===== src/rtl/lvrst_pkg.sv =====
// How it works
// - Monitoring off in sleep or idle, otherwise on
// - Supply low only between 0.9V and trip
// - Short low pulses ignored, persistent ones reset chip
// - Width code gives 8, 32, 64, 128 periods
// - Four trip codes select four trip voltages
// - Undefined trip code resets after fixed delay
// - Undervoltage reset keeps trip register contents
// - Bad-code reset restores trip register power-on value
// - Qualified undervoltage reset sets flag bit 2
// - Undefined trip code sets flag bit 1
// - Hardware sets flags, only software clears them
// - Unimplemented flag and width bits read zero
// - Writing 55H to programming control resets device
// - Running watchdog timeout resets and sets timeout
// - Sleeping watchdog timeout clears PC, SP only
// - Timeout and powerdown flags follow reset kind
// - Power-on puts whole core into reset state
// - Reset-control fault sets flag bit 3
package lvrst_pkg;
   // Register byte offsets on the APB
   localparam logic [7:0] OFS_TRIP = 8'h00;
   localparam logic [7:0] OFS_WIDTH = 8'h04;
   localparam logic [7:0] OFS_FLAGS = 8'h08;
   localparam logic [7:0] OFS_PROG = 8'h0c;
   localparam logic [7:0] OFS_STATUS = 8'h10;
   // Values after power-on
   localparam logic [7:0] TRIP_POR = 8'h55;
   localparam logic [1:0] WIDTH_POR = 2'h1;
   localparam logic [3:0] FLAGS_POR = 4'h0;
   // Defined trip codes and the programming reset code
   localparam logic [7:0] CODE_2V10 = 8'h5a;
   localparam logic [7:0] CODE_2V55 = 8'h33;
   localparam logic [7:0] CODE_3V15 = 8'h99;
   localparam logic [7:0] CODE_3V80 = 8'haa;
   localparam logic [7:0] PROG_RESET_CODE = 8'h55;
   // Flag bit positions
   localparam int FLAG_WDT = 0;
   localparam int FLAG_BAD = 1;
   localparam int FLAG_LV = 2;
   localparam int FLAG_RST = 3;
   // Qualification limits in slow oscillator ticks
   localparam logic [7:0] LIM_W0 = 8'h08;
   localparam logic [7:0] LIM_W1 = 8'h20;
   localparam logic [7:0] LIM_W2 = 8'h40;
   localparam logic [7:0] LIM_W3 = 8'h80;
   // Software reset delay
   localparam int CLK_PERIOD_NS = 10;
   localparam int SRESET_NS = 160;
   localparam int SRESET_CYC_I =
      (SRESET_NS + CLK_PERIOD_NS - 1) / CLK_PERIOD_NS;
   localparam logic [7:0] SRESET_CYC = 8'(SRESET_CYC_I);
endpackage


===== src/rtl/lvrst_delay.sv =====
`timescale 1ns/100ps
`default_nettype none
module lvrst_delay
(
   // Clock and reset
   input wire logic ref_clk,
   input wire logic reset,
   // Condition that must persist
   input wire logic bad_level,
   // Result
   output logic fire
);
   typedef struct packed
   {
      logic [7:0] cnt;
      logic fire;
   } lvrst_delay_state_t;

   lvrst_delay_state_t s_reg;
   lvrst_delay_state_t s_next;

   // Delay aborts if software repairs the code before it expires
   always_comb
   begin
      s_next = s_reg;
      s_next.fire = 1'b0;
      if (!bad_level || s_reg.fire)
      begin
         s_next.cnt = 8'h00;
      end
      else if (s_reg.cnt == 8'(lvrst_pkg::SRESET_CYC - 8'h01))
      begin
         s_next.fire = 1'b1;
         s_next.cnt = 8'h00;
      end
      else
      begin
         s_next.cnt = 8'(s_reg.cnt + 8'h01);
      end
   end

   // State register
   always_ff @(posedge ref_clk)
   begin
      if (reset)
      begin
         s_reg <= '0;
      end
      else
      begin
         s_reg <= s_next;
      end
   end

   assign fire = s_reg.fire;

   delay_len_a: assert property (@(posedge ref_clk) disable iff (reset)
      $rose(fire) |-> $past(bad_level, 2) && $past(bad_level, 1))
      else $error("bad-code reset without persistent bad code");
endmodule
`default_nettype wire


===== src/rtl/lvrst_qual.sv =====
`timescale 1ns/100ps
`default_nettype none
module lvrst_qual
(
   // Clock and reset
   input wire logic ref_clk,
   input wire logic reset,
   // Qualification inputs
   input wire logic slow_tick,
   input wire logic low_ind,
   input wire logic clear,
   input wire logic [1:0] low_width_code,
   // Result
   output logic fire
);
   typedef struct packed
   {
      logic [7:0] cnt;
      logic fire;
   } lvrst_qual_state_t;

   lvrst_qual_state_t s_reg;
   lvrst_qual_state_t s_next;
   logic [7:0] limit;
   logic [7:0] cnt_inc;

   // Width code to tick count; phase of first tick gives the N-1..N spread
   always_comb
   begin
      case (low_width_code)
         2'h0: limit = lvrst_pkg::LIM_W0;
         2'h1: limit = lvrst_pkg::LIM_W1;
         2'h2: limit = lvrst_pkg::LIM_W2;
         default: limit = lvrst_pkg::LIM_W3;
      endcase
   end

   // Counter restarts as soon as the low indication drops
   always_comb
   begin
      s_next = s_reg;
      s_next.fire = 1'b0;
      cnt_inc = 8'(s_reg.cnt + 8'h01);
      if (clear || !low_ind)
      begin
         s_next.cnt = 8'h00;
      end
      else if (slow_tick)
      begin
         if (cnt_inc == limit)
         begin
            s_next.fire = 1'b1;
            s_next.cnt = 8'h00;
         end
         else
         begin
            s_next.cnt = cnt_inc;
         end
      end
   end

   // State register
   always_ff @(posedge ref_clk)
   begin
      if (reset)
      begin
         s_reg <= '0;
      end
      else
      begin
         s_reg <= s_next;
      end
   end

   assign fire = s_reg.fire;

   short_low_a: assert property (@(posedge ref_clk) disable iff (reset)
      fire |-> $past(low_ind) && $past(slow_tick))
      else $error("qualified without low indication");
   restart_a: assert property (@(posedge ref_clk) disable iff (reset)
      !low_ind |=> s_reg.cnt == 8'h00)
      else $error("counter did not restart");
endmodule
`default_nettype wire


===== src/rtl/lvrst_top.sv =====
`timescale 1ns/100ps
`default_nettype none
module lvrst_top
(
   // Clock and power-on reset
   input wire logic ref_clk,
   input wire logic reset,
   // APB slave
   input wire logic psel,
   input wire logic penable,
   input wire logic pwrite,
   input wire logic [7:0] paddr,
   input wire logic [31:0] pwdata,
   output logic [31:0] prdata,
   output logic pready,
   output logic pslverr,
   // Supply comparator and slow oscillator
   input wire logic slow_internal_osc,
   input wire logic supply_above_0v9,
   input wire logic supply_below_trip,
   // Power mode and other reset sources
   input wire logic sleep_idle,
   input wire logic wdt_timeout,
   input wire logic reset_pin_ctrl_fault,
   input wire logic watchdog_ctrl_fault,
   // Reset outputs to the core
   output logic chip_reset,
   output logic pc_sp_clear,
   output logic monitor_active,
   output logic [1:0] trip_voltage,
   output logic timeout_status_flag,
   output logic powerdown_status_flag
);
   typedef struct packed
   {
      logic [7:0] trip_level_code;
      logic [1:0] low_width_code;
      logic [3:0] flags;
      logic tmo;
      logic pwd;
      logic [31:0] prdata;
      logic pready;
      logic pslverr;
      logic chip_reset;
      logic pcsp_clear;
      logic mon_en;
      logic [1:0] level;
   } lvrst_top_state_t;

   lvrst_top_state_t s_reg;
   lvrst_top_state_t s_next;
   logic low_ind;
   logic lv_fire;
   logic bad_fire;
   logic code_bad;
   logic setup;
   logic access;
   logic wr;
   logic prog_hit;
   logic wdt_run;
   logic wdt_sleep;
   logic any_reset;
   logic restore_trip;
   logic [2:0] code_dec;

   // Map a trip code to a level index, bit 2 high when undefined
   function automatic logic [2:0] lvrst_decode(input logic [7:0] code);
      case (code)
         lvrst_pkg::CODE_2V10: lvrst_decode = 3'h0;
         lvrst_pkg::CODE_2V55: lvrst_decode = 3'h1;
         lvrst_pkg::CODE_3V15: lvrst_decode = 3'h2;
         lvrst_pkg::CODE_3V80: lvrst_decode = 3'h3;
         default: lvrst_decode = 3'h4;
      endcase
   endfunction

   // Address check used only for the error answer; the read mux compares paddr itself
   function automatic logic lvrst_mapped(input logic [7:0] a);
      lvrst_mapped = (a == lvrst_pkg::OFS_TRIP) ||
         (a == lvrst_pkg::OFS_WIDTH) || (a == lvrst_pkg::OFS_FLAGS) ||
         (a == lvrst_pkg::OFS_PROG) || (a == lvrst_pkg::OFS_STATUS);
   endfunction

   // Low only while above 0.9V and under the trip level, and monitoring on
   assign low_ind = supply_above_0v9 && supply_below_trip &&
      s_reg.mon_en;

   // Code checked every cycle, even with monitoring off
   assign code_dec = lvrst_decode(s_reg.trip_level_code);
   assign code_bad = code_dec[2];

   // Width qualification on slow oscillator ticks
   lvrst_qual u_qual
   (
      .ref_clk(ref_clk),
      .reset(reset),
      .slow_tick(slow_internal_osc),
      .low_ind(low_ind),
      .clear(s_reg.chip_reset),
      .low_width_code(s_reg.low_width_code),
      .fire(lv_fire)
   );

   // Fixed delay before the bad-code reset
   lvrst_delay u_delay
   (
      .ref_clk(ref_clk),
      .reset(reset),
      .bad_level(code_bad),
      .fire(bad_fire)
   );

   // Bus phases; pready answers in the cycle after setup
   assign setup = psel && !penable;
   assign access = psel && penable && s_reg.pready;
   assign wr = access && pwrite && !s_reg.pslverr;
   assign prog_hit = wr && (paddr == lvrst_pkg::OFS_PROG) &&
      (pwdata[7:0] == lvrst_pkg::PROG_RESET_CODE);
   assign wdt_run = wdt_timeout && !sleep_idle;
   assign wdt_sleep = wdt_timeout && sleep_idle;
   assign any_reset = lv_fire || bad_fire || prog_hit || wdt_run ||
      reset_pin_ctrl_fault || watchdog_ctrl_fault;
   // Only the undervoltage reset keeps the trip code
   assign restore_trip = bad_fire || prog_hit || wdt_run ||
      reset_pin_ctrl_fault || watchdog_ctrl_fault;

   // Next state: bus, flags and reset sequencing
   always_comb
   begin
      s_next = s_reg;
      s_next.pready = 1'b0;
      s_next.pslverr = 1'b0;
      s_next.chip_reset = 1'b0;
      s_next.pcsp_clear = 1'b0;
      s_next.mon_en = !sleep_idle;
      s_next.level = code_dec[1:0];
      // Read data captured at setup, held through the access cycle
      if (setup)
      begin
         s_next.pready = 1'b1;
         s_next.pslverr = !lvrst_mapped(paddr);
         if (paddr == lvrst_pkg::OFS_TRIP)
         begin
            s_next.prdata = {24'h00_0000, s_reg.trip_level_code};
         end
         else if (paddr == lvrst_pkg::OFS_WIDTH)
         begin
            s_next.prdata = {30'h0, s_reg.low_width_code};
         end
         else if (paddr == lvrst_pkg::OFS_FLAGS)
         begin
            s_next.prdata = {28'h000_0000, s_reg.flags};
         end
         else if (paddr == lvrst_pkg::OFS_STATUS)
         begin
            s_next.prdata = {30'h0, s_reg.pwd, s_reg.tmo};
         end
         else
         begin
            s_next.prdata = 32'h0000_0000;
         end
      end
      // Register writes take effect at the access edge
      if (wr && paddr == lvrst_pkg::OFS_TRIP)
      begin
         s_next.trip_level_code = pwdata[7:0];
      end
      if (wr && paddr == lvrst_pkg::OFS_WIDTH)
      begin
         s_next.low_width_code = pwdata[1:0];
      end
      // Software may only clear flags: a written 0 clears, a 1 is ignored
      if (wr && paddr == lvrst_pkg::OFS_FLAGS)
      begin
         s_next.flags = s_reg.flags & pwdata[3:0];
      end
      // Hardware sets come after the clear so a coincident set wins
      if (lv_fire)
      begin
         s_next.flags[lvrst_pkg::FLAG_LV] = 1'b1;
      end
      if (bad_fire || code_bad)
      begin
         s_next.flags[lvrst_pkg::FLAG_BAD] = 1'b1;
      end
      if (reset_pin_ctrl_fault)
      begin
         s_next.flags[lvrst_pkg::FLAG_RST] = 1'b1;
      end
      if (watchdog_ctrl_fault)
      begin
         s_next.flags[lvrst_pkg::FLAG_WDT] = 1'b1;
      end
      // Watchdog in sleep: only PC and SP are cleared
      if (wdt_sleep)
      begin
         s_next.pcsp_clear = 1'b1;
         s_next.tmo = 1'b1;
         s_next.pwd = 1'b1;
      end
      // Chip resets keep both status flags; a running watchdog sets timeout
      if (any_reset)
      begin
         s_next.chip_reset = 1'b1;
         s_next.low_width_code = lvrst_pkg::WIDTH_POR;
         if (wdt_run)
         begin
            s_next.tmo = 1'b1;
         end
         if (restore_trip)
         begin
            s_next.trip_level_code = lvrst_pkg::TRIP_POR;
         end
         else
         begin
            s_next.trip_level_code = s_reg.trip_level_code;
         end
      end
   end

   // Power-on holds the core in reset and clears status and flags
   always_ff @(posedge ref_clk)
   begin
      if (reset)
      begin
         s_reg <= '0;
         s_reg.trip_level_code <= lvrst_pkg::TRIP_POR;
         s_reg.low_width_code <= lvrst_pkg::WIDTH_POR;
         s_reg.flags <= lvrst_pkg::FLAGS_POR;
         s_reg.chip_reset <= 1'b1;
         s_reg.mon_en <= 1'b1;
         s_reg.level <= 2'h0;
      end
      else
      begin
         s_reg <= s_next;
      end
   end

   // Outputs straight from the state register
   assign prdata = s_reg.prdata;
   assign pready = s_reg.pready;
   assign pslverr = s_reg.pslverr;
   assign chip_reset = s_reg.chip_reset;
   assign pc_sp_clear = s_reg.pcsp_clear;
   assign monitor_active = s_reg.mon_en;
   assign trip_voltage = s_reg.level;
   assign timeout_status_flag = s_reg.tmo;
   assign powerdown_status_flag = s_reg.pwd;

   mon_gate_a: assert property (@(posedge ref_clk) disable iff (reset)
      sleep_idle |=> !monitor_active && !low_ind)
      else $error("monitoring active in sleep");
   lv_flag_a: assert property (@(posedge ref_clk) disable iff (reset)
      lv_fire |=> s_reg.flags[lvrst_pkg::FLAG_LV] && chip_reset)
      else $error("undervoltage reset without flag");
   bad_flag_a: assert property (@(posedge ref_clk) disable iff (reset)
      bad_fire |=> s_reg.flags[lvrst_pkg::FLAG_BAD] &&
         s_reg.trip_level_code == lvrst_pkg::TRIP_POR && chip_reset)
      else $error("bad-code reset handled wrongly");
   lv_keep_a: assert property (@(posedge ref_clk) disable iff (reset)
      lv_fire && !restore_trip |=>
         s_reg.trip_level_code == $past(s_reg.trip_level_code))
      else $error("trip code changed by undervoltage reset");
   prog_rst_a: assert property (@(posedge ref_clk) disable iff (reset)
      prog_hit |=> chip_reset ##1 !chip_reset || $past(any_reset))
      else $error("programming reset missing");
   wdt_run_a: assert property (@(posedge ref_clk) disable iff (reset)
      wdt_run |=> chip_reset && timeout_status_flag)
      else $error("running watchdog reset wrong");
   wdt_sleep_a: assert property (@(posedge ref_clk) disable iff (reset)
      wdt_sleep && !any_reset |=> pc_sp_clear && !chip_reset &&
         timeout_status_flag && powerdown_status_flag)
      else $error("sleeping watchdog reset wrong");
   flag_clr_a: assert property (@(posedge ref_clk) disable iff (reset)
      $fell(s_reg.flags[lvrst_pkg::FLAG_LV]) |->
         $past(wr) && $past(paddr) == lvrst_pkg::OFS_FLAGS)
      else $error("flag cleared without software write");
   ctrl_flag_a: assert property (@(posedge ref_clk) disable iff (reset)
      reset_pin_ctrl_fault |=> s_reg.flags[lvrst_pkg::FLAG_RST])
      else $error("reset-control flag not set");
   ro_zero_a: assert property (@(posedge ref_clk) disable iff (reset)
      pready && $past(paddr) == lvrst_pkg::OFS_FLAGS |-> prdata[31:4] == 0)
      else $error("unimplemented bits read nonzero");
   por_clear_a: assert property (@(posedge ref_clk)
      $fell(reset) |-> chip_reset && !timeout_status_flag &&
         !powerdown_status_flag && s_reg.flags == 4'h0)
      else $error("power-on state wrong");

   // Level index follows each defined code one cycle later
   lvl_2v10_a: assert property (@(posedge ref_clk) disable iff (reset)
      s_reg.trip_level_code == lvrst_pkg::CODE_2V10 |=> trip_voltage == 2'h0)
      else $error("level index wrong for lowest code");
   lvl_2v55_a: assert property (@(posedge ref_clk) disable iff (reset)
      s_reg.trip_level_code == lvrst_pkg::CODE_2V55 |=> trip_voltage == 2'h1)
      else $error("level index wrong for second code");
   lvl_3v15_a: assert property (@(posedge ref_clk) disable iff (reset)
      s_reg.trip_level_code == lvrst_pkg::CODE_3V15 |=> trip_voltage == 2'h2)
      else $error("level index wrong for third code");
   lvl_3v80_a: assert property (@(posedge ref_clk) disable iff (reset)
      s_reg.trip_level_code == lvrst_pkg::CODE_3V80 |=> trip_voltage == 2'h3)
      else $error("level index wrong for highest code");
   wid_ro_a: assert property (@(posedge ref_clk) disable iff (reset)
      pready && $past(paddr) == lvrst_pkg::OFS_WIDTH |-> prdata[31:2] == 0)
      else $error("unimplemented width bits read nonzero");
   // Status flags: only the watchdog may touch them after power-on
   pin_keep_a: assert property (@(posedge ref_clk) disable iff (reset)
      reset_pin_ctrl_fault && !wdt_timeout |=>
         timeout_status_flag == $past(timeout_status_flag) &&
         powerdown_status_flag == $past(powerdown_status_flag))
      else $error("reset-control reset changed status flags");
   lv_stat_a: assert property (@(posedge ref_clk) disable iff (reset)
      lv_fire && !wdt_timeout |=>
         timeout_status_flag == $past(timeout_status_flag) &&
         powerdown_status_flag == $past(powerdown_status_flag))
      else $error("undervoltage reset changed status flags");
   wdt_pdf_a: assert property (@(posedge ref_clk) disable iff (reset)
      wdt_run |=> powerdown_status_flag == $past(powerdown_status_flag))
      else $error("running watchdog changed powerdown flag");
   bad_set_a: assert property (@(posedge ref_clk) disable iff (reset)
      code_bad |=> s_reg.flags[lvrst_pkg::FLAG_BAD])
      else $error("undefined code did not set its flag");
   prog_cmd_a: assert property (@(posedge ref_clk) disable iff (reset)
      psel && penable && pready && pwrite && paddr == lvrst_pkg::OFS_PROG &&
         pwdata[7:0] == lvrst_pkg::PROG_RESET_CODE |=> chip_reset)
      else $error("programming command gave no reset");
   flag_keep_a: assert property (@(posedge ref_clk) disable iff (reset)
      !(wr && paddr == lvrst_pkg::OFS_FLAGS) |=>
         (s_reg.flags & $past(s_reg.flags)) == $past(s_reg.flags))
      else $error("flag lost without software write");
   mon_on_a: assert property (@(posedge ref_clk) disable iff (reset)
      !sleep_idle |=> monitor_active)
      else $error("monitoring off while running");
   pcsp_src_a: assert property (@(posedge ref_clk) disable iff (reset)
      pc_sp_clear |-> $past(wdt_timeout) && $past(sleep_idle))
      else $error("PC and SP cleared without sleeping timeout");
   wid_por_a: assert property (@(posedge ref_clk) disable iff (reset)
      any_reset |=> s_reg.low_width_code == lvrst_pkg::WIDTH_POR)
      else $error("width code not restored by chip reset");
   rst_src_a: assert property (@(posedge ref_clk) disable iff (reset)
      chip_reset && !$past(reset) |-> $past(any_reset))
      else $error("chip reset without a source");
   dead_sup_a: assert property (@(posedge ref_clk) disable iff (reset)
      !supply_above_0v9 |-> !low_ind)
      else $error("supply under 0.9V treated as low");
endmodule
`default_nettype wire


===== config.mk =====
export PLATFORM = sky130hd
export DESIGN_NAME = lvrst_top
export DESIGN_NICKNAME = d
export VERILOG_FILES = /design/src/rtl/lvrst_pkg.sv /design/src/rtl/lvrst_delay.sv /design/src/rtl/lvrst_qual.sv /design/src/rtl/lvrst_top.sv
export SDC_FILE = /design/constraint.sdc
export NUM_CORES = 1
export LEC_CHECK = 0
export BUFFER_PORTS_ARGS = -buffer_cell sky130_fd_sc_hd__buf_2
export CAP_MARGIN = 10
export CORE_MARGIN = 2
export CORE_UTILIZATION = 50
export CTS_CLUSTER_SIZE = 40
export DETAILED_ROUTE_END_ITERATION = 10
export PLACE_DENSITY = 0.8
export SYNTH_ARGS = -nofsm -noshare
export SYNTH_HDL_FRONTEND = slang
export SYNTH_SLANG_ARGS = --single-unit

===== constraint.sdc =====
create_clock -name ref_clk -period 3.18 [get_ports ref_clk]
set_clock_uncertainty 0.2 [all_clocks]
set_input_delay 0.477 -clock ref_clk [delete_from_list [all_inputs] [get_ports ref_clk]]
set_output_delay 0.477 -clock ref_clk [all_outputs]
set_load 0.1 [all_outputs]

## Word level (Yosys, flattened, before mapping)

Index checks and enable logic that the tools add are counted.

| storage, ports and cells | value |
|---|---|
| register bits after elaboration | 49 |
| bits of input ports | 52 |
| output and inout bits | 41 |
| word-level logic and storage cells | 112 |

| operators by class | value |
|---|---|
| add/sub/neg operators | 2 |
| equal/unequal tests | 14 |
| multiplexer cells | 24 |
| bitwise operators | 3 |
| reduce and logical (&&, ||, !) cells | 50 |

Operators by type and width:

| kind | number |
|---|---|
| $mux 8 | 4 |
| $eq 8x4->1 const B | 3 |
| $pmux 8 s3 | 1 |
| $add 8x1->8 const B | 2 |
| $eq 8x7->1 const B | 2 |
| $eq 8x8->1 const B | 2 |
| $logic_or 1x1->1 | 16 |
| $logic_and 1x1->1 | 14 |
| $mux 4 | 3 |
| $pmux 3 s4 | 1 |
| $mux 1 | 10 |
| $mux 10 | 1 |
| $reduce_bool 2->1 | 5 |
| $eq 8x3->1 const B | 1 |
| $eq 8x5->1 const B | 1 |
| $eq 8x6->1 const B | 1 |
| $eq 8x8->1 | 1 |
| $logic_not 8->1 | 1 |
| $mux 2 | 4 |
| $reduce_or 2->1 | 4 |
| $logic_not 1->1 | 6 |
| $reduce_or 3->1 | 2 |
| $and 4x4->4 | 1 |
| $eq 2x1->1 const B | 1 |
| 5 further kinds | 6 |

## Depth between registers and ports, before layout

Gate-level depths: netlist of the first run.

| logic depth | value |
|---|---|
| depth in word-level cells | 12 |
| depth in mapped cells | 7 |
| depth with buffers taken out | 7 |

## Cells and area by module

A second synthesis of the first run with hierarchy kept.

| unflattened totals | value |
|---|---|
| cell total of the unflattened synthesis | 313 |
| area, all modules | 2700.1 um^2 |

Modules (own cells, without submodules):

| module | times used | cells an instance | area each (um^2) | seq. area each (um^2) |
|---|---|---|---|---|
| lvrst_top | 1 | 185 | 1600.3 | 620.6 |
| lvrst_qual | 1 | 87 | 718.2 | 180.2 |
| lvrst_delay | 1 | 41 | 381.6 | 180.2 |

## Worst setup path after synthesis of the first run

OpenSTA, ideal clock, no wires.

| path | value |
|---|---|
| kind | register -> register |
| start | register s_reg, in the netlist pready |
| end | register, netlist name s_reg[46] |
| library setup time | 0.114 ns |
| data arrival time | 2.032 ns |
| data required time | 2.866 ns |
| slack | 0.833 ns |
| stages on the path, launching flop included | 8 |
| buffers on the path | 0 |
| period minus slack after synthesis | 2.347 ns |
| cells stage by stage | dfxtp_1 > nand4_1 > nor2_1 > nand4b_1 > o221ai_2 > nor2_1 > inv_1 > nor2_1 |

| on the way | value |
|---|---|
| word-level cells in the longest chain between the ends | 10 |
| elaborated cells between the ends (all ways) | 11 |
| those cells by class | reduce/logical: 11 |

Ends and longest elaborated chain:

| item | line | text |
|---|---|---|
| start: declaration | lvrst_top.sv:50 | `lvrst_top_state_t s_reg;` |
| start signal: assignment | lvrst_top.sv:236 | `s_reg <= s_next;` |
| $logic_and 1x1->1 (*) | lvrst_top.sv:115 | `assign access = psel && penable && s_reg.pready;` |
| $logic_and 1x1->1 (*) (2 in a row) | lvrst_top.sv:116 | `assign wr = access && pwrite && !s_reg.pslverr;` |
| $logic_and 1x1->1 (2 in a row) | lvrst_top.sv:117 | `assign prog_hit = wr && (paddr == lvrst_pkg::OFS_PROG) &&` |
| $logic_or 1x1->1 (3 in a row) | lvrst_top.sv:121 | `assign any_reset = lv_fire \|\| bad_fire \|\| prog_hit \|\| wdt_run \|\|` |
| $logic_or 1x1->1 | lvrst_top.sv:122 | `reset_pin_ctrl_fault \|\| watchdog_ctrl_fault;` |
| $reduce_or 2->1 (no line) | -- |  |

Every way passes the cells marked *; elsewhere a longest branch is shown, timed or not.
A chain may end at the register's enable or synchronous reset.

## Worst setup path in the final report of the first run

| path | value |
|---|---|
| start | register u_qual.s_reg[4] in the netlist's numbering |
| end | register u_qual.s_reg[2] in the netlist's numbering |

| on the way | value |
|---|---|
| word-level cells in the longest chain between the ends | 3 |

Ends and longest elaborated chain:

| item | line | text |
|---|---|---|
| start: declaration | lvrst_qual.sv:22 | `lvrst_qual_state_t s_reg;` |
| start signal: assignment | lvrst_qual.sv:71 | `s_reg <= s_next;` |
| $add 8x1->8 | lvrst_qual.sv:43 | `cnt_inc = 8'(s_reg.cnt + 8'h01);` |
| $eq 8x8->1 | lvrst_qual.sv:50 | `if (cnt_inc == limit)` |
| $mux 8 | lvrst_qual.sv:50 |  |

No other way between the ends.

==> metrics.txt, run 1 <==
Seq cells post-synth=49; worst-path cell chain=and4_4, and4_1, xnor2_1, a221oi_1, a211oi_2, o32ai_1; I/O pin count=93; Skew-Pair Late Insertion Delay=310 ps; Vias per Instance=roughly 5; CP Capture Type=register; Hold Path End=timeout_status_flag$_SDFF_PP0_; nets@finish=384; Max VDD drop=254 µV; worst hold path type=in -> reg; Area Growth Syn to Fin=6.93%; # rows=26; via count=2049; hold path depth=3; crit-path max cell delay=580 ps; CP delay by family, top=compound AO/OA/AOI/OAI gates; CTS clk-pin slew, worst paths=approximately 100 ps; ratio of cells with drive above 1 in the final layout=0.191; Starting DRT DRC Count=around 110; max reg flops=14; first-pass GRT wire length=around 8100 µm; Total Routing Usage GR=0.170; IO Port Bufs=44; Avg Inst Size Synth=approximately 8.6 µm²; vias in the first global route=1817; Slew HR=0.650; post-layout util=0.548; Final Hold Fails=0; synth unique cells=50; Initial Util=0.512; status=complete, no violations; placed cells=392; total gr overflow=0; fill count=477; initial antenna violation count=0; Startpoint Class=register; Die Span X=around 76 µm; Period minus WS final=approximately 2400 ps; most frequent cells in the layout=dfxtp_1, nor2_1, buf_2; fin crit share=0.770; CTS H-Tree Depth=2; WP data arrival=2410 ps; DRT Pass-1 Iters=4; post-CTS sizing=0; die height=76.1 µm; drc violations=0; Core Region=slightly above 5000 µm²; Slew Limit Fails=0; worst path buffer plus inverter count=0; dominant synthesized flop cell=dfxtp_1; Pwr Density=470 nW/µm²; Antenna Nets Post-Route=0; placed cell area=2670 µm²; CTS Hold Bufs=0; Post-Syn Area=between 2000 and 3000 µm²; final setup violation count=0; CTS tree=yes; Cells after Synth=304; total power=~1.3 mW; Fin Setup TNS=0 ps; GP Congestion=just under 0.8; Crit path required time=3140 ps; largest net degree at the start of global routing=23; DP Wirelength=3620 µm; Clock Path Buffers=2; Post-synth EDFFs=0; Crit Path Max Fanout=13; Layout Cells excl Fill=400; final WL=4880 µm; FFs w/ async S/R, synth=0; CTS Buf Count=5; FMAX=approximately 410 MHz; root buffer cell=clkbuf_8; diode count=0; Synthesis Warnings=0; Worst R2R End=u_qual.s_reg[2]$_SDFFE_PP0P_; register area share after synthesis=0.377; HP Start=wdt_timeout; slowest CP cell=dfxtp_1; post-CTS setup buffer count=0; most common cell after layout, fill and taps aside=dfxtp_1; FF-to-FF path depth=6; CP startpoint=u_qual.s_reg[4]$_SDFFE_PP0P_; fin area=between 2000 and 3000 µm²; # Max-Cap Violations=0; Worst Tran Pin Value=520 ps; setup slack, reg-to-reg=730 ps; RSZ-0062 raised after global routing=false; CTS sink cnt=49; critical path type=reg -> reg; Leak Pwr=1.19 nW; Die ar.=5790 µm²; Routed WL per cell=around 12 µm; R2R Path Start=u_qual.s_reg[4]$_SDFFE_PP0P_
cell families after synthesis:
logic type,Yosys count,share of synthesized area
buffers and inverters,63,0.146
other,1,0.00144
adders and majority gates,3,0.0144
muxes,9,0.0356
xor gates and xnor gates,12,0.0404
AOI/OAI and AO/OA,61,0.159
DFF,49,0.377
and+or+nand+nor,106,0.226
metrics by stage:
stage / hold WS (ps) / worst slack, ps
2_1_floorplan: 226 / 833
3_3_place_gp: 239 / 684
3_5_place_dp: 248 / 649
4_1_cts: 187 / 738
5_1_grt: 184 / 567
6_report: 185 / 732
power breakdown:
part | internal (mW) | switching [mW] | total (mW) | leakage (nW)
registers | 0.624 | 0.00629 | 0.630 | 0.398
clock network | 0.236 | 0.212 | 0.448 | 0.0585
logic | 0.0297 | 0.198 | 0.228 | 0.736
total | 0.889 | 0.416 | 1.31 | 1.19
final cells by class:
class / count / area (µm²) / share of cell area
Multi-Input combinational cell: 215 / 1330 / 0.477
Sequential cell: 49 / 981 / 0.353
Timing Repair Buffer: 44 / 220 / 0.0792
Tap cell: 70 / 87.6 / 0.0315
Inverter: 14 / 52.6 / 0.0189
Clock inverter: 3 / 43.8 / 0.0158
Clock buffer: 5 / 68.8 / 0.0248
routing by layer:
metal  share of wire  track usage
met5               0            0
met4           0.017       0.0800
met3           0.046       0.0249
met2            0.45        0.279
met1            0.49        0.220
how the worst max path moves through the flow:
stage                                               to  cells past startpoint
after global placement          s_reg[46]$_SDFFE_PP0P_                      8
after CTS                 u_qual.s_reg[2]$_SDFFE_PP0P_                      6
after detailed placement        s_reg[46]$_SDFFE_PP0P_                      8
after global routing      u_qual.s_reg[2]$_SDFFE_PP0P_                      6
after floorplan                 s_reg[46]$_SDFFE_PP0P_                      7
final                     u_qual.s_reg[2]$_SDFFE_PP0P_                      6
worst register-to-register path: stages, from the launching register on:
cell      delay, ps
dfxtp_1         580
and4_4          340
and4_1          270
xnor2_1         150
a221oi_1        120
a211oi_2        500
o32ai_1         170
cell usage after synthesis (2+ instances only):
| cell type | n | share of area |
|---|---|---|
| xnor2_1 | 5 | 0.017 |
| inv_1 | 14 | 0.020 |
| nand2_1 | 9 | 0.013 |
| nand3b_1 | 3 | 0.0087 |
| nand2b_1 | 6 | 0.014 |
| or2_2 | 2 | 0.0048 |
| o21ai_0 | 15 | 0.029 |
| a211o_1 | 6 | 0.020 |
| nor4_1 | 5 | 0.012 |
| a21oi_1 | 11 | 0.021 |
| o31ai_1 | 2 | 0.0058 |
| o21a_1 | 2 | 0.0058 |
| xor2_1 | 7 | 0.024 |
| ha_1 | 3 | 0.014 |
| buf_4 | 36 | 0.10 |
| nand4_1 | 3 | 0.0072 |
| clkbuf_1 | 11 | 0.016 |
| and3_1 | 6 | 0.014 |
| o22ai_1 | 2 | 0.0048 |
| a211oi_1 | 4 | 0.012 |
| a31oi_1 | 3 | 0.0072 |
| mux2i_1 | 7 | 0.027 |
| nand3_1 | 9 | 0.017 |
| dfxtp_1 | 49 | 0.38 |
| mux2_2 | 2 | 0.0087 |
| nor4bb_1 | 6 | 0.023 |
| nor2_1 | 44 | 0.064 |
| nor3_1 | 3 | 0.0058 |
| nand4b_1 | 2 | 0.0067 |
| a22oi_1 | 7 | 0.020 |
Power figures use the tool's default switching activity.
==> run 2, diff against run 1 <==
--- a/config.mk
+++ b/config.mk
@@ -5,13 +5,14 @@
 export SDC_FILE = /design/constraint.sdc
 export NUM_CORES = 1
 export LEC_CHECK = 0
+export ABC_AREA = 1
 export BUFFER_PORTS_ARGS = -buffer_cell sky130_fd_sc_hd__buf_2
 export CAP_MARGIN = 10
 export CORE_MARGIN = 2
 export CORE_UTILIZATION = 50
 export CTS_CLUSTER_SIZE = 40
 export DETAILED_ROUTE_END_ITERATION = 10
-export PLACE_DENSITY = 0.8
+export PLACE_DENSITY = 0.79
 export SYNTH_ARGS = -nofsm -noshare
 export SYNTH_HDL_FRONTEND = slang
 export SYNTH_SLANG_ARGS = --single-unit
==> constraint.sdc (replaced) <==
create_clock -name ref_clk -period 2.45 [get_ports ref_clk]
set_clock_uncertainty 0.2 [all_clocks]
set_input_delay 0.3675 -clock ref_clk [delete_from_list [all_inputs] [get_ports ref_clk]]
set_output_delay 0.3675 -clock ref_clk [all_outputs]
set_load 0.1 [all_outputs]
==> metrics.txt, run 2 <==
vias in the first global route=2226 (+23%); root buffer cell=clkbuf_8; total gr overflow=0 (unchanged); CTS H-Tree Depth=2 (unchanged); largest area contributor in the netlist=dfxtp_1; ratio of cells with drive above 1 in the final layout=0.173 (-0.0180); Seq. cell area=981 µm² (unchanged); Synthesis Warnings=0 (unchanged); Cells after Synth=390 (+28%); CTS Buf Count=5 (unchanged); final setup violation count=0 (unchanged); Seq cells post-synth=49 (unchanged); Vias per Instance=5.00 (-2.4%); first-pass GRT wire length=9670 µm (+20%); Leak Pwr=1.35 nW (+14%); final WL=5790 µm (+19%); max reg flops=14 (unchanged); Net Sw Power=0.612 mW (+47%); RSZ-0062 raised after global routing=false; most frequent cells in the layout=nand2_1, inv_1, dfxtp_1; fill count=529 (+11%); initial antenna violation count=0 (unchanged); most frequent cell after synthesis=nand2_1; Crit path required time=2500 ps (-640 ps); Clock Path Buffers=2 (unchanged); Max VDD drop=468 µV (+84%); R2R Path Start=u_qual.s_reg[1]$_SDFFE_PP0P_; status=complete, no violations; FF-to-FF path depth=11 (+5); CTS sink cnt=49 (unchanged); dominant synthesized flop cell=dfxtp_1; fin crit share=0.779 (+0.00910); die height=78.4 µm (+3.0%); register share of total power=0.460 (-0.022); Period minus WS final=1910 ps (-540 ps); largest net degree at the start of global routing=18 (-22%); Starting DRT DRC Count=163 (+51%); # Max-Cap Violations=0 (unchanged); most instantiated cells after synthesis=nand2_1, dfxtp_1, inv_1; Routed WL per cell=11.6 µm (-5.1%); Slew Limit Fails=0 (unchanged); FMAX=524 MHz (+28%); Startpoint Class=register; register area share after synthesis=0.355 (-0.0225); Initial Util=0.508 (-0.00393); clock power share=0.325 (-0.018); CP startpoint=u_qual.s_reg[1]$_SDFFE_PP0P_; GP Congestion=0.880 (+14%); CTS tree=yes; via count=2499 (+22%); critical path type=reg -> reg; Total Routing Usage GR=0.195 (+0.0254); WP data arrival=1960 ps (-450 ps); Skew-Pair Late Insertion Delay=300 ps (about the same); Area Growth Syn to Fin=9.19%; FFs w/ async S/R, synth=0 (unchanged); Pwr Density=604 nW/µm² (+29%); ranking of synthesized cells by area=dfxtp_1, nand2_1, buf_4; diode count=0 (unchanged); IO Port Bufs=44 (unchanged); Fin Setup TNS=0 ps (unchanged); Die Span X=78.4 µm (+3.0%); Switching Share=0.336 (+0.0169); share of the synthesized area in the top cell type=0.355 (-0.0225); post-CTS setup buffer count=0 (unchanged); final hold slack=87.8 ps (-97.4 ps); logic gate share of total power=0.214 (+0.040); DRT Pass-1 Iters=4 (unchanged); nets@finish=482 (+26%); CP Capture Type=register; drc violations=0 (unchanged); post-CTS sizing=0 (unchanged); CTS clk-pin slew, worst paths=90 ps (about the same); setup slack, reg-to-reg=540 ps (-190 ps); worst hold path type=in -> reg; Final Hold Fails=0 (unchanged); Core Region=5440 µm² (+7.2%); crit path to=u_qual.s_reg[7]$_SDFFE_PP0P_; I/O pin count=93 (unchanged); CTS Hold Bufs=0 (unchanged); Pint=1.21 mW (+36%); Post-Syn Area=2770 µm² (+6.4%); Worst R2R End=u_qual.s_reg[7]$_SDFFE_PP0P_; DP Wirelength=4520 µm (+25%); Post-synth EDFFs=0 (unchanged); Avg Inst Size Synth=7.09 µm² (-17%); Crit Path Max Fanout=6 (-7); Die ar.=6140 µm² (+6.0%); Antenna Nets Post-Route=0 (unchanged); most common cell after layout, fill and taps aside=nand2_1; synth unique cells=36 (-28%); # rows=27 (+3.8%); area of the multi-input gates=1390 µm² (+4.6%)
[run 2: changes by cell type after synthesis, sizes merged, moves of 7 or more]
cell / delta
mux2i: -7
a21oi: +9
inv: +38
a22oi: -7
nand4: +10
nand2: +68
nand3: +37
[run 2: stage by stage]
step / instances / setup slack [ps] / utilization / total power [mW] / cell area, µm²
after floorplan: 413 / 80.7 / - / 1.22 / 2850
after global placement: 492 / 551 / 0.534 / 1.24 / 2900
after detailed placement: 492 / 535 / 0.534 / 1.25 / 2900
after CTS: 500 / 537 / 0.555 / 1.83 / 3020
after global routing: 500 / 344 / 0.555 / 1.89 / 3020
final: 500 / 541 / 0.555 / 1.82 / 3020
[run 2: logic make-up after synthesis]
family | synth area share
AND/OR/NAND/NOR | 0.353
AO/OA/AOI/OAI | 0.0837
XOR/XNOR | 0.0190
buffers and inverters | 0.175
other | 0.00136
adder cells (fa/ha/maj) | 0.0136
flip-flops | 0.355
[run 2: worst max-delay path, stage by stage, from the launching register on]
cell,delay (ps)
dfxtp_1,430
ha_1,240
nand2_1,110
nor2_2,140
nand2_1,80
nand2_1,60
nand3_1,80
nand2_1,90
nand2_1,60
nand4_1,120
nand2_1,120
nor2_1,110
[run 2: worst min-delay path by stage]
stage / start / endpoint / slack, ps / cells after the start
2_1_floorplan: u_delay.s_reg[1]$_SDFF_PP0_ / u_delay.s_reg[1]$_SDFF_PP0_ / 220 / 1
3_3_place_gp: u_delay.s_reg[1]$_SDFF_PP0_ / u_delay.s_reg[1]$_SDFF_PP0_ / 230 / 1
3_5_place_dp: u_delay.s_reg[1]$_SDFF_PP0_ / u_delay.s_reg[1]$_SDFF_PP0_ / 250 / 1
4_1_cts: sleep_idle / monitor_active$_SDFF_PP1_ / 80 / 2
5_1_grt: sleep_idle / monitor_active$_SDFF_PP1_ / 100 / 2
6_report: sleep_idle / monitor_active$_SDFF_PP1_ / 90 / 2
[run 2: power groups by stage]
stage	sequential, mW	combinational [mW]	clock, mW
after global routing	0.842	0.412	0.633
after detailed placement	0.857	0.390	0
final	0.839	0.391	0.593
after CTS	0.839	0.391	0.604
after global placement	0.857	0.386	0
after floorplan	0.897	0.326	0
[run 2: area by class of cell]
class,count,share of cell area
clock buffer,7,0.0286
sequential,49,0.325
tap,72,0.0298
timing repair buffer,46,0.0779
clock inverter,1,0.00995
multi-input combinational,271,0.460
inverter,54,0.0692
[run 2: layer usage]
layer,part of all wire,vias to the layer above,track usage,wire length (µm)
li1,-,1282,-,-
met1,0.45,1122,0.247,2580
met2,0.48,89,0.328,2760
met3,0.069,6,0.0494,399
met4,0.0092,0,0.0579,53
met5,0,-,0,0
